<file path="src/sra_pkg.sv">
// Shared types, layout and register table of the special register area
package sra_pkg;

  localparam int SRA_ADDR_W = 8;
  localparam int SRA_AREA_BYTES = 256;
  localparam logic [SRA_ADDR_W-1:0] SRA_AREA_BASE = 8'h00;
  localparam int SRA_BYTE_W = 8;
  localparam int SRA_WORD_W = 16;
  localparam int SRA_SLOTS = 8;
  localparam int SRA_IDX_W = 3;
  localparam logic [7:0] SRA_BYTE_ZERO = 8'h00;

  // Direction attribute of a register
  typedef enum logic [1:0] {
    SRA_DIR_RW,
    SRA_DIR_RO,
    SRA_DIR_WO
  } sra_dir_e;

  // Access width attribute of a register
  typedef enum logic [1:0] {
    SRA_WID_BOTH,
    SRA_WID_8,
    SRA_WID_16
  } sra_wid_e;

  // One byte slot of the area; masks mark bits of special kind
  typedef struct packed {
    logic [SRA_ADDR_W-1:0] addr;
    sra_dir_e dir;
    sra_wid_e wid;
    logic [7:0] init;
    logic [7:0] fix0;
    logic [7:0] fix1;
    logic [7:0] ign0;
    logic [7:0] ign1;
  } sra_desc_s;

  // CPU data memory request, one cycle
  typedef struct packed {
    logic valid;
    logic we;
    logic wide;
    logic [SRA_ADDR_W-1:0] addr;
    logic [SRA_WORD_W-1:0] wdata;
  } sra_req_s;

  // Answer, one cycle after the request
  typedef struct packed {
    logic ack;
    logic err;
    logic [SRA_WORD_W-1:0] rdata;
  } sra_rsp_s;

  // Initial-value load causes, all synchronous
  typedef struct packed {
    logic external_reset_input;
    logic break_instruction;
    logic wdt_overflow;
    logic opcode_trap;
  } sra_init_s;

  localparam sra_desc_s SRA_MAP [SRA_SLOTS] = '{
    '{8'h00, SRA_DIR_RW, SRA_WID_16, 8'hff, 8'h00, 8'h00, 8'h00, 8'h00},
    '{8'h01, SRA_DIR_RW, SRA_WID_16, 8'hff, 8'h00, 8'h00, 8'h00, 8'h00},
    '{8'h02, SRA_DIR_RW, SRA_WID_BOTH, 8'h00, 8'h00, 8'h00, 8'h00, 8'h00},
    '{8'h03, SRA_DIR_RW, SRA_WID_BOTH, 8'h00, 8'hf0, 8'h00, 8'h00, 8'h00},
    '{8'h10, SRA_DIR_RW, SRA_WID_8, 8'h8b, 8'h00, 8'h00, 8'h70, 8'h88},
    '{8'h11, SRA_DIR_WO, SRA_WID_8, 8'h00, 8'h00, 8'h00, 8'h00, 8'h00},
    '{8'h12, SRA_DIR_RO, SRA_WID_8, 8'h00, 8'h00, 8'h00, 8'h00, 8'h00},
    '{8'h13, SRA_DIR_RW, SRA_WID_8, 8'h0c, 8'h00, 8'h0c, 8'h00, 8'h00}
  };

endpackage : sra_pkg

</file>
<file path="src/sra_cell.sv">
// One byte register of the special register area
`timescale 1ns/1ps
module sra_cell
  import sra_pkg::*;
#(
  parameter sra_desc_s DESC = SRA_MAP[0]
) (
  input wire logic i_sys_clk,  // System clock
  input wire logic i_load_init,  // Load initial value
  input wire logic i_we,  // Byte write strobe
  input wire logic [7:0] i_wdata,  // Write byte
  input wire logic [7:0] i_hw_value,  // Hardware value, read-only cells
  output logic [7:0] o_rd_value,  // Value seen by a read
  output logic [7:0] o_value  // Stored value to the peripheral
);
  import sra_pkg::*;

  typedef struct packed {
    logic [7:0] value;
  } sra_cell_s;

  localparam logic [7:0] CONST_MASK =
    DESC.fix0 | DESC.fix1 | DESC.ign0 | DESC.ign1;
  localparam logic [7:0] CONST_ONES = DESC.fix1 | DESC.ign1;

  sra_cell_s state_reg;
  sra_cell_s state_next;
  logic [7:0] src;

  // A bit cannot be held at both levels at once
  if ((DESC.fix0 & DESC.fix1) != SRA_BYTE_ZERO ||
      (DESC.ign0 & DESC.ign1) != SRA_BYTE_ZERO) begin : g_bad_desc
    $error("sra_cell: bit marked both constant zero and one");
  end

  always_comb begin
    state_next = state_reg;
    if (i_load_init) begin
      state_next.value = DESC.init;
    end else if (i_we) begin
      // Constant bits never take the written value
      state_next.value = (i_wdata & ~CONST_MASK) | CONST_ONES;
    end
  end

  always_ff @(posedge i_sys_clk) begin
    state_reg <= state_next;
  end

  // Read-only cells show hardware state; constants override either source
  assign src = (DESC.dir == SRA_DIR_RO) ? i_hw_value : state_reg.value;
  assign o_rd_value = (src & ~CONST_MASK) | CONST_ONES;
  assign o_value = state_reg.value;

endmodule : sra_cell

</file>
<file path="src/sra_area.sv">
// Special register area: decode, access checks and register bank
//
// How it works
// - 256 bytes from data address zero form the register area.
// - Each register answers only its listed units; others are refused.
// - Fixed-zero bits always read zero; software writes zero there.
// - Fixed-one bits always read one; software writes one there.
// - Ignore-write bits drop every write and read their set constant.
// - Access is read-write, read-only or write-only; misuse is refused.
// - Width attribute is 8/16, 8 only or 16 only; others refused.
// - Reset, break, watchdog overflow or opcode trap load init values.
// - A bit with two symbolic names is one physical bit.
`timescale 1ns/1ps
module sra_area
  import sra_pkg::*;
#(
  parameter int SLOTS = SRA_SLOTS
) (
  input wire logic i_sys_clk,  // System clock, 125 MHz
  input wire logic i_rst,  // Synchronous reset, active high
  input wire sra_pkg::sra_init_s i_init,  // Other initial-value causes
  input wire sra_pkg::sra_req_s i_req,  // CPU access request
  input wire logic [SLOTS-1:0][7:0] i_hw_value,  // Read-only sources
  output sra_pkg::sra_rsp_s o_rsp,  // CPU access answer
  output logic [SLOTS-1:0][7:0] o_value,  // Stored register bytes
  output logic [SLOTS-1:0] o_wr_pulse  // Per-byte write pulse
);
  import sra_pkg::*;

  typedef struct packed {
    sra_rsp_s rsp;
    logic [SLOTS-1:0] wr;
  } sra_area_s;

  sra_area_s state_reg;
  sra_area_s state_next;
  logic load_init;
  logic [SLOTS-1:0][7:0] rd_value;
  logic [SLOTS-1:0] cell_we;
  logic [SLOTS-1:0][7:0] cell_wdata;
  logic [SRA_ADDR_W-1:0] lo_addr;
  logic [SRA_ADDR_W-1:0] hi_addr;
  logic lo_hit;
  logic hi_hit;
  logic [SRA_IDX_W-1:0] lo_idx;
  logic [SRA_IDX_W-1:0] hi_idx;
  logic in_area;
  logic unit_ok;
  logic dir_ok;
  logic access_ok;

  // The bank is built from the table, so its size is not free to change
  if (SLOTS != SRA_SLOTS) begin : g_bad_slots
    $error("sra_area: SLOTS must match the register table");
  end
  // Slot indices must reach every table entry
  if ((1 << SRA_IDX_W) < SRA_SLOTS) begin : g_bad_idx
    $error("sra_area: slot index too narrow for the table");
  end
  // A word is exactly two bytes; the lane split relies on it
  if (SRA_WORD_W != 2 * SRA_BYTE_W) begin : g_bad_word
    $error("sra_area: word must be two bytes wide");
  end

  // Count of table slots that sit at one byte address
  function automatic int slots_at(input logic [SRA_ADDR_W-1:0] a);
    int n;
    n = 0;
    for (int k = 0; k < SRA_SLOTS; k++) begin
      if (SRA_MAP[k].addr == a) begin
        n++;
      end
    end
    return n;
  endfunction : slots_at

  // The table is fixed at build time, so a bad entry is refused here
  // instead of showing up later as a strange answer on the bus
  for (genvar t = 0; t < SRA_SLOTS; t++) begin : g_table_chk
    localparam sra_desc_s D = SRA_MAP[t];
    localparam logic [SRA_ADDR_W-1:0] PARTNER =
      {D.addr[SRA_ADDR_W-1:1], ~D.addr[0]};
    // Every slot must fall inside the decoded window
    if (32'(D.addr) - 32'(SRA_AREA_BASE) >=
        32'(SRA_AREA_BYTES)) begin : g_outside
      $error("sra_area: table slot lies outside the area");
    end
    // Two slots at one byte would both answer a single access
    if (slots_at(D.addr) != 1) begin : g_twice
      $error("sra_area: two table slots share one address");
    end
    // A word-only byte without its partner could never be reached
    if (D.wid == SRA_WID_16 && slots_at(PARTNER) != 1) begin : g_lone
      $error("sra_area: word-only slot lacks its partner byte");
    end
    // Initial values load raw, so they must already obey the constants
    if ((D.init & (D.fix0 | D.ign0)) != SRA_BYTE_ZERO ||
        (~D.init & (D.fix1 | D.ign1)) != SRA_BYTE_ZERO) begin : g_init
      $error("sra_area: initial value breaks a constant bit");
    end
  end

  assign load_init = i_rst | i_init.external_reset_input |
    i_init.break_instruction | i_init.wdt_overflow | i_init.opcode_trap;

  // Word accesses always pair an even byte with the odd one above it
  assign lo_addr = i_req.wide ? {i_req.addr[SRA_ADDR_W-1:1], 1'b0}
                              : i_req.addr;
  assign hi_addr = {lo_addr[SRA_ADDR_W-1:1], 1'b1};
  assign in_area = (32'(i_req.addr) - 32'(SRA_AREA_BASE)) <
                   SRA_AREA_BYTES;

  // Plain search over a small table; the build checks forbid two slots
  // at one address, so at most one entry can match each byte
  always_comb begin
    lo_hit = 1'b0;
    hi_hit = 1'b0;
    lo_idx = '0;
    hi_idx = '0;
    for (int i = 0; i < SLOTS; i++) begin
      if (SRA_MAP[i].addr == lo_addr) begin
        lo_hit = 1'b1;
        lo_idx = SRA_IDX_W'(i);
      end
      if (SRA_MAP[i].addr == hi_addr) begin
        hi_hit = 1'b1;
        hi_idx = SRA_IDX_W'(i);
      end
    end
  end

  always_comb begin
    unit_ok = 1'b0;
    dir_ok = 1'b0;
    if (i_req.wide) begin
      unit_ok = lo_hit && hi_hit &&
                SRA_MAP[lo_idx].wid != SRA_WID_8 &&
                SRA_MAP[hi_idx].wid != SRA_WID_8;
    end else begin
      unit_ok = lo_hit &&
                SRA_MAP[lo_idx].wid != SRA_WID_16;
    end
    if (i_req.we) begin
      dir_ok = SRA_MAP[lo_idx].dir != SRA_DIR_RO &&
               (!i_req.wide ||
                SRA_MAP[hi_idx].dir != SRA_DIR_RO);
    end else begin
      dir_ok = SRA_MAP[lo_idx].dir != SRA_DIR_WO &&
               (!i_req.wide ||
                SRA_MAP[hi_idx].dir != SRA_DIR_WO);
    end
  end

  assign access_ok = in_area && unit_ok && dir_ok;

  // A write in a load cycle is dropped; the initial value wins
  always_comb begin
    cell_we = '0;
    if (i_req.valid && i_req.we && access_ok && !load_init) begin
      cell_we[lo_idx] = 1'b1;
      if (i_req.wide) begin
        cell_we[hi_idx] = 1'b1;
      end
    end
  end

  // Each byte of a word goes to its own cell; a narrow write always uses
  // the low lane, whatever the parity of its address
  always_comb begin
    for (int i = 0; i < SLOTS; i++) begin
      cell_wdata[i] = i_req.wdata[SRA_BYTE_W-1:0];
      if (i_req.wide && SRA_IDX_W'(i) == hi_idx) begin
        cell_wdata[i] = i_req.wdata[SRA_WORD_W-1:SRA_BYTE_W];
      end
    end
  end

  // Each table byte is one physical cell, whatever names its bits carry
  for (genvar g = 0; g < SRA_SLOTS; g++) begin : g_cell
    sra_cell #(
      .DESC(SRA_MAP[g])
    ) u_cell (
      .i_sys_clk(i_sys_clk),
      .i_load_init(load_init),
      .i_we(cell_we[g]),
      .i_wdata(cell_wdata[g]),
      .i_hw_value(i_hw_value[g]),
      .o_rd_value(rd_value[g]),
      .o_value(o_value[g])
    );
  end

  // The answer is registered: ack and err stand one cycle after the taking
  // edge. A request in a load cycle is dropped without an answer, since
  // the cells are busy taking their initial values then.
  always_comb begin
    state_next = state_reg;
    state_next.rsp.ack = i_req.valid;
    state_next.rsp.err = i_req.valid && !access_ok;
    state_next.rsp.rdata = '0;
    state_next.wr = cell_we;
    // Refused and write accesses return zero data
    if (i_req.valid && !i_req.we && access_ok) begin
      state_next.rsp.rdata[SRA_BYTE_W-1:0] = rd_value[lo_idx];
      if (i_req.wide) begin
        state_next.rsp.rdata[SRA_WORD_W-1:SRA_BYTE_W] = rd_value[hi_idx];
      end
    end
    if (load_init) begin
      state_next = '0;
    end
  end

  always_ff @(posedge i_sys_clk) begin
    state_reg <= state_next;
  end

  assign o_rsp = state_reg.rsp;
  assign o_wr_pulse = state_reg.wr;

endmodule : sra_area

</file>
<file path="config.mk">
export PLATFORM = sky130hd
export DESIGN_NAME = sra_area
export DESIGN_NICKNAME = d
export VERILOG_FILES = /design/src/sra_pkg.sv /design/src/sra_cell.sv /design/src/sra_area.sv
export SDC_FILE = /design/constraint.sdc
export NUM_CORES = 1
export LEC_CHECK = 0
export BUFFER_PORTS_ARGS = -buffer_cell sky130_fd_sc_hd__buf_2
export CORE_ASPECT_RATIO = 0.5
export CORE_UTILIZATION = 49
export DETAILED_ROUTE_END_ITERATION = 10
export HOLD_SLACK_MARGIN = 0.12
export PLACE_DENSITY = 0.85
export SYNTH_ARGS = -nofsm -noshare
export SYNTH_HDL_FRONTEND = slang
export SYNTH_SLANG_ARGS = --single-unit
</file>
<file path="constraint.sdc">
create_clock -name i_sys_clk -period 4.3 [get_ports i_sys_clk]
set_clock_uncertainty 0.05 [all_clocks]
set_input_delay 0.86 -clock i_sys_clk [delete_from_list [all_inputs] [get_ports i_sys_clk]]
set_output_delay 0.86 -clock i_sys_clk [all_outputs]
set_load 0.02 [all_outputs]
</file>
==> impl_table.tex <==
\begin{tabular}{lr}
\hline
Metric & Value \\
\hline
\multicolumn{2}{l}{\textbf{Pwr}} \\
Clock group share of total power & 0.487 \\
Maximum VDD drop & 0.2070 mV \\
Leak pwr & approximately 2.4 nW \\
Reported net switching power & roughly 0.37 mW \\
Switching Fraction & 0.2239 \\
Cell-internal power & 1.275 mW \\
Part of the total power dissipated in combinational logic & 0.067 \\
Total power & 1.643 mW \\
Power per unit of standard cell area & approximately 360 nW/µm² \\
Seq pwr share & 0.446 \\
\multicolumn{2}{l}{\textbf{Drt}} \\
Drt via density & 5.686 \\
Vias after detailed routing & about 3500 \\
Post-route DRC violation count & 12 \\
Drt first pass iters & 9 \\
Average detailed-routed wire length per instance & 16.92 µm \\
Post-Route WL & 10.39 mm \\
Remaining antenna violation count after routing & 0 \\
Initial DRC count & 301 \\
\multicolumn{2}{l}{\textbf{Timing}} \\
Setup TNS after final layout & 0 ps \\
Maximum frequency from static timing analysis & 381.3 MHz \\
Post-layout min period & 2622 ps \\
WHS & 426.9 ps \\
Ratio of final minimum period to clock period & 0.6099 \\
Transition time at the pin with the least slew margin & a little over 1000 ps \\
RSZ-0062 raised after global routing & false \\
Pins over their slew limit & 0 \\
Final count of hold timing violations & 0 \\
Worst relative slew slack & 0.3093 \\
Total of endpoints with negative setup slack in the final report & 0 \\
\multicolumn{2}{l}{\textbf{CTS}} \\
Maximum number of buffers from clock root to sink & 2 \\
Clock latency on the worst-skew pair & 340 ps \\
Root buffer selected by CTS & clkbuf\_16 \\
Post-cts gate resize count & 0 \\
TritonCTS clock tree & yes \\
CTS buffer count & 9 \\
CTS H-tree depth & 3 \\
Count of buffers added by post-CTS timing repair for setup & 0 \\
Clock slew seen by the registers of the worst setup and hold paths & 60 ps \\
Sinks on the clock net & 79 \\
Number of buffers inserted by hold repair at cts & 0 \\
\multicolumn{2}{l}{\textbf{Yosys}} \\
Most repeated cell in the gate-level netlist after synthesis & dfxtp\_1 \\
Number of instances in the synthesized netlist & 408 \\
Top cells by count, synth & 79 x dfxtp\_1, 57 x nand2\_1, 46 x mux2i\_1, 36 x nor2\_1, 21 x a21oi\_1 \\
Number of warnings reported in the yosys synthesis log & 0 \\
Cell type with the largest total area after synthesis & dfxtp\_1 \\
\#FFs+latches synth & 79 \\
Total standard cell area after synthesis & 3731 µm² \\
Proportion of synthesized flip-flops having asynchronous set or reset & 0 \\
Proportion of netlist area held by the largest area contributor & 0.4239 \\
Synthesized area divided by synthesized cell count & 9.145 µm² \\
Top area cells in the synthesized netlist & dfxtp\_1 42\%, mux2i\_1 12\%, mux2\_2 6.0\%, nand2\_1 5.7\%, nor2\_1 3.6\% \\
Netlist cell types & 50 \\
Most instantiated flip-flop cell in the synthesis netlist & dfxtp\_1 \\
Count of flip-flops with a built-in enable after synthesis & 0 \\
Seq/Total Area, Yosys & 0.4239 \\
\multicolumn{2}{l}{\textbf{Worst setup path}} \\
Cell type group with the largest total delay on the critical path & simple AND/OR/NAND/NOR gates \\
Maximum fanout encountered on the critical timing path & 10 \\
Worst EP required & roughly 4400 ps \\
Max incr delay on CP & 540 ps \\
CP arrival & 2760 ps \\
Cell-by-cell trace of the critical path & buf\_2, nor4b\_2, nand4b\_1, mux2\_2, mux2i\_1, nor2\_1 \\
Critical path type & primary input to flop \\
Path length in cells of the critical path & 6 \\
Critical path launch point type & primary input \\
Cell type of the slowest stage on the worst timing path & nand4b\_1 \\
Number of cells traversed by the worst register-to-register path & 4 \\
Critical path capture point type & flop \\
Buffers plus inverters on the worst setup path & 1 \\
\multicolumn{2}{l}{\textbf{Floorplanning}} \\
Count of pins on the block boundary & 187 \\
Area of the core & 7350 µm² \\
Die W & 125.4 µm \\
Cell row count & 22 \\
Die Y & 63.71 µm \\
Die Area & 7989 µm² \\
Initial Util & 0.5077 \\
\multicolumn{2}{l}{\textbf{Placed design}} \\
Area after DPL & 4295 µm² \\
Port bufs & 119 \\
Final HPWL from detailed placement & 7.414 mm \\
Placer Congestion & a little under 0.9 \\
\multicolumn{2}{l}{\textbf{Final layout}} \\
Final Core Density & 0.6270 \\
Relative area change from synthesis to final layout & 23.51\% \\
Number of antenna cells inserted & 0 \\
Fraction of final layout cells with drive strength greater than 1 & 0.3243 \\
Total non-filler cell area in the finished layout & approximately 4600 µm² \\
Layout net count & 610 \\
\multicolumn{2}{l}{\textbf{Global routing}} \\
Antenna violations before repair & 0 \\
Wire length of the first global-routing pass & 16.40 mm \\
Maximum number of pins on one net before global-route repair & 39 \\
Vias in the first global route & roughly 3100 \\
Remaining global-route overflow & 0 \\
Overall Global Routing Usage & 0.2697 \\
\multicolumn{2}{l}{\textbf{Min path}} \\
Worst hold path depth & 1 \\
Worst hold path class & flop to flop \\
\multicolumn{2}{l}{\textbf{Outcome}} \\
Run status & finished with violations \\
Violations in the final reports & design-rule violations \\
\multicolumn{2}{l}{\textbf{Run}} \\
Count of max-cap constraint violations & 0 \\
\hline
\end{tabular}
flip-flops by register name, indices dropped and copies added, names as in the netlist:
signal	count
o_wr_pulse	8
g_cell.u_cell.o_value	21
g_cell.u_cell.o_rd_value	32
o_rsp	18
stage by stage:
step / setup WS, ps / instances
after floorplan: 1887 / 418
after detailed placement: 1307 / 598
after CTS: 1658 / 614
after global routing: 1448 / 614
after global placement: 1335 / 598
final: 1678 / 614
worst reg2reg max path, cell delays in order (launching register included):
cell and delay (ps):
dfxtp_1 340, mux2_2 280, a221o_1 290, a32oi_1 270, nor2_1 90
path summary, 6_finish.rpt:
kind | start | endpoint | slack (ps)
setup / recovery | i_req[24] | g_cell[5].u_cell.o_rd_value[5] | 1680
hold / removal | g_cell[6].u_cell.o_value[6] | g_cell[6].u_cell.o_value[6] | 430
setup reg to reg | g_cell[3].u_cell.o_value[3] | o_rsp[3] | 2880
hold reg to reg | g_cell[6].u_cell.o_value[6] | g_cell[6].u_cell.o_value[6] | 430
layer usage:
layer  up-vias  wire length [µm]  GRT usage
li1       1637                 -          -
met1      1611              4714     0.3739
met2       213              4366     0.3890
met3        30              1067    0.07901
met4         0               237     0.1113
met5         -                 0          0
layout by cell type (no fill, tap or decap), types with 5 or more instances in the layout:
cell	count
a211oi_1	9
a21oi_1	21
a31oi_1	5
and3_1	10
buf_2	119
clkbuf_16	9
conb_1	12
dfxtp_1	79
mux2_2	20
mux2i_1	46
nand2_1	57
nand3_1	6
nor2_1	36
nor2b_1	5
o211ai_1	12
o21ai_0	9
area by class of cell:
type                            instances  area (µm²)
Fill cell                             633        2741
Multi-Input combinational cell        295        1949
Sequential cell                        79        1582
Timing Repair Buffer                  123       625.6
Clock buffer                            9       225.2
Tap cell                               96       120.1
Clock inverter                          7       87.58
Inverter                                5       18.77
cell families after synthesis:
family                 count (synthesis)  share of synthesized area
flip-flops                            79                     0.4239
other                                  2                   0.002013
multiplexers                          66                     0.1838
AND/OR/NAND/NOR                      148                     0.2052
AO/OA/AOI/OAI                         69                     0.1214
buffers and inverters                 44                    0.06371
power by group through the flow:
stage | Sequential, mW | Clock [mW] | Combinational [mW]
after floorplan | 0.750 | 0 | 0.0735
after global placement | 0.749 | 0 | 0.105
after detailed placement | 0.749 | 0 | 0.107
after CTS | 0.733 | 0.804 | 0.108
after global routing | 0.732 | 0.843 | 0.119
final | 0.733 | 0.800 | 0.110
(Power assumes the default switching activity.)
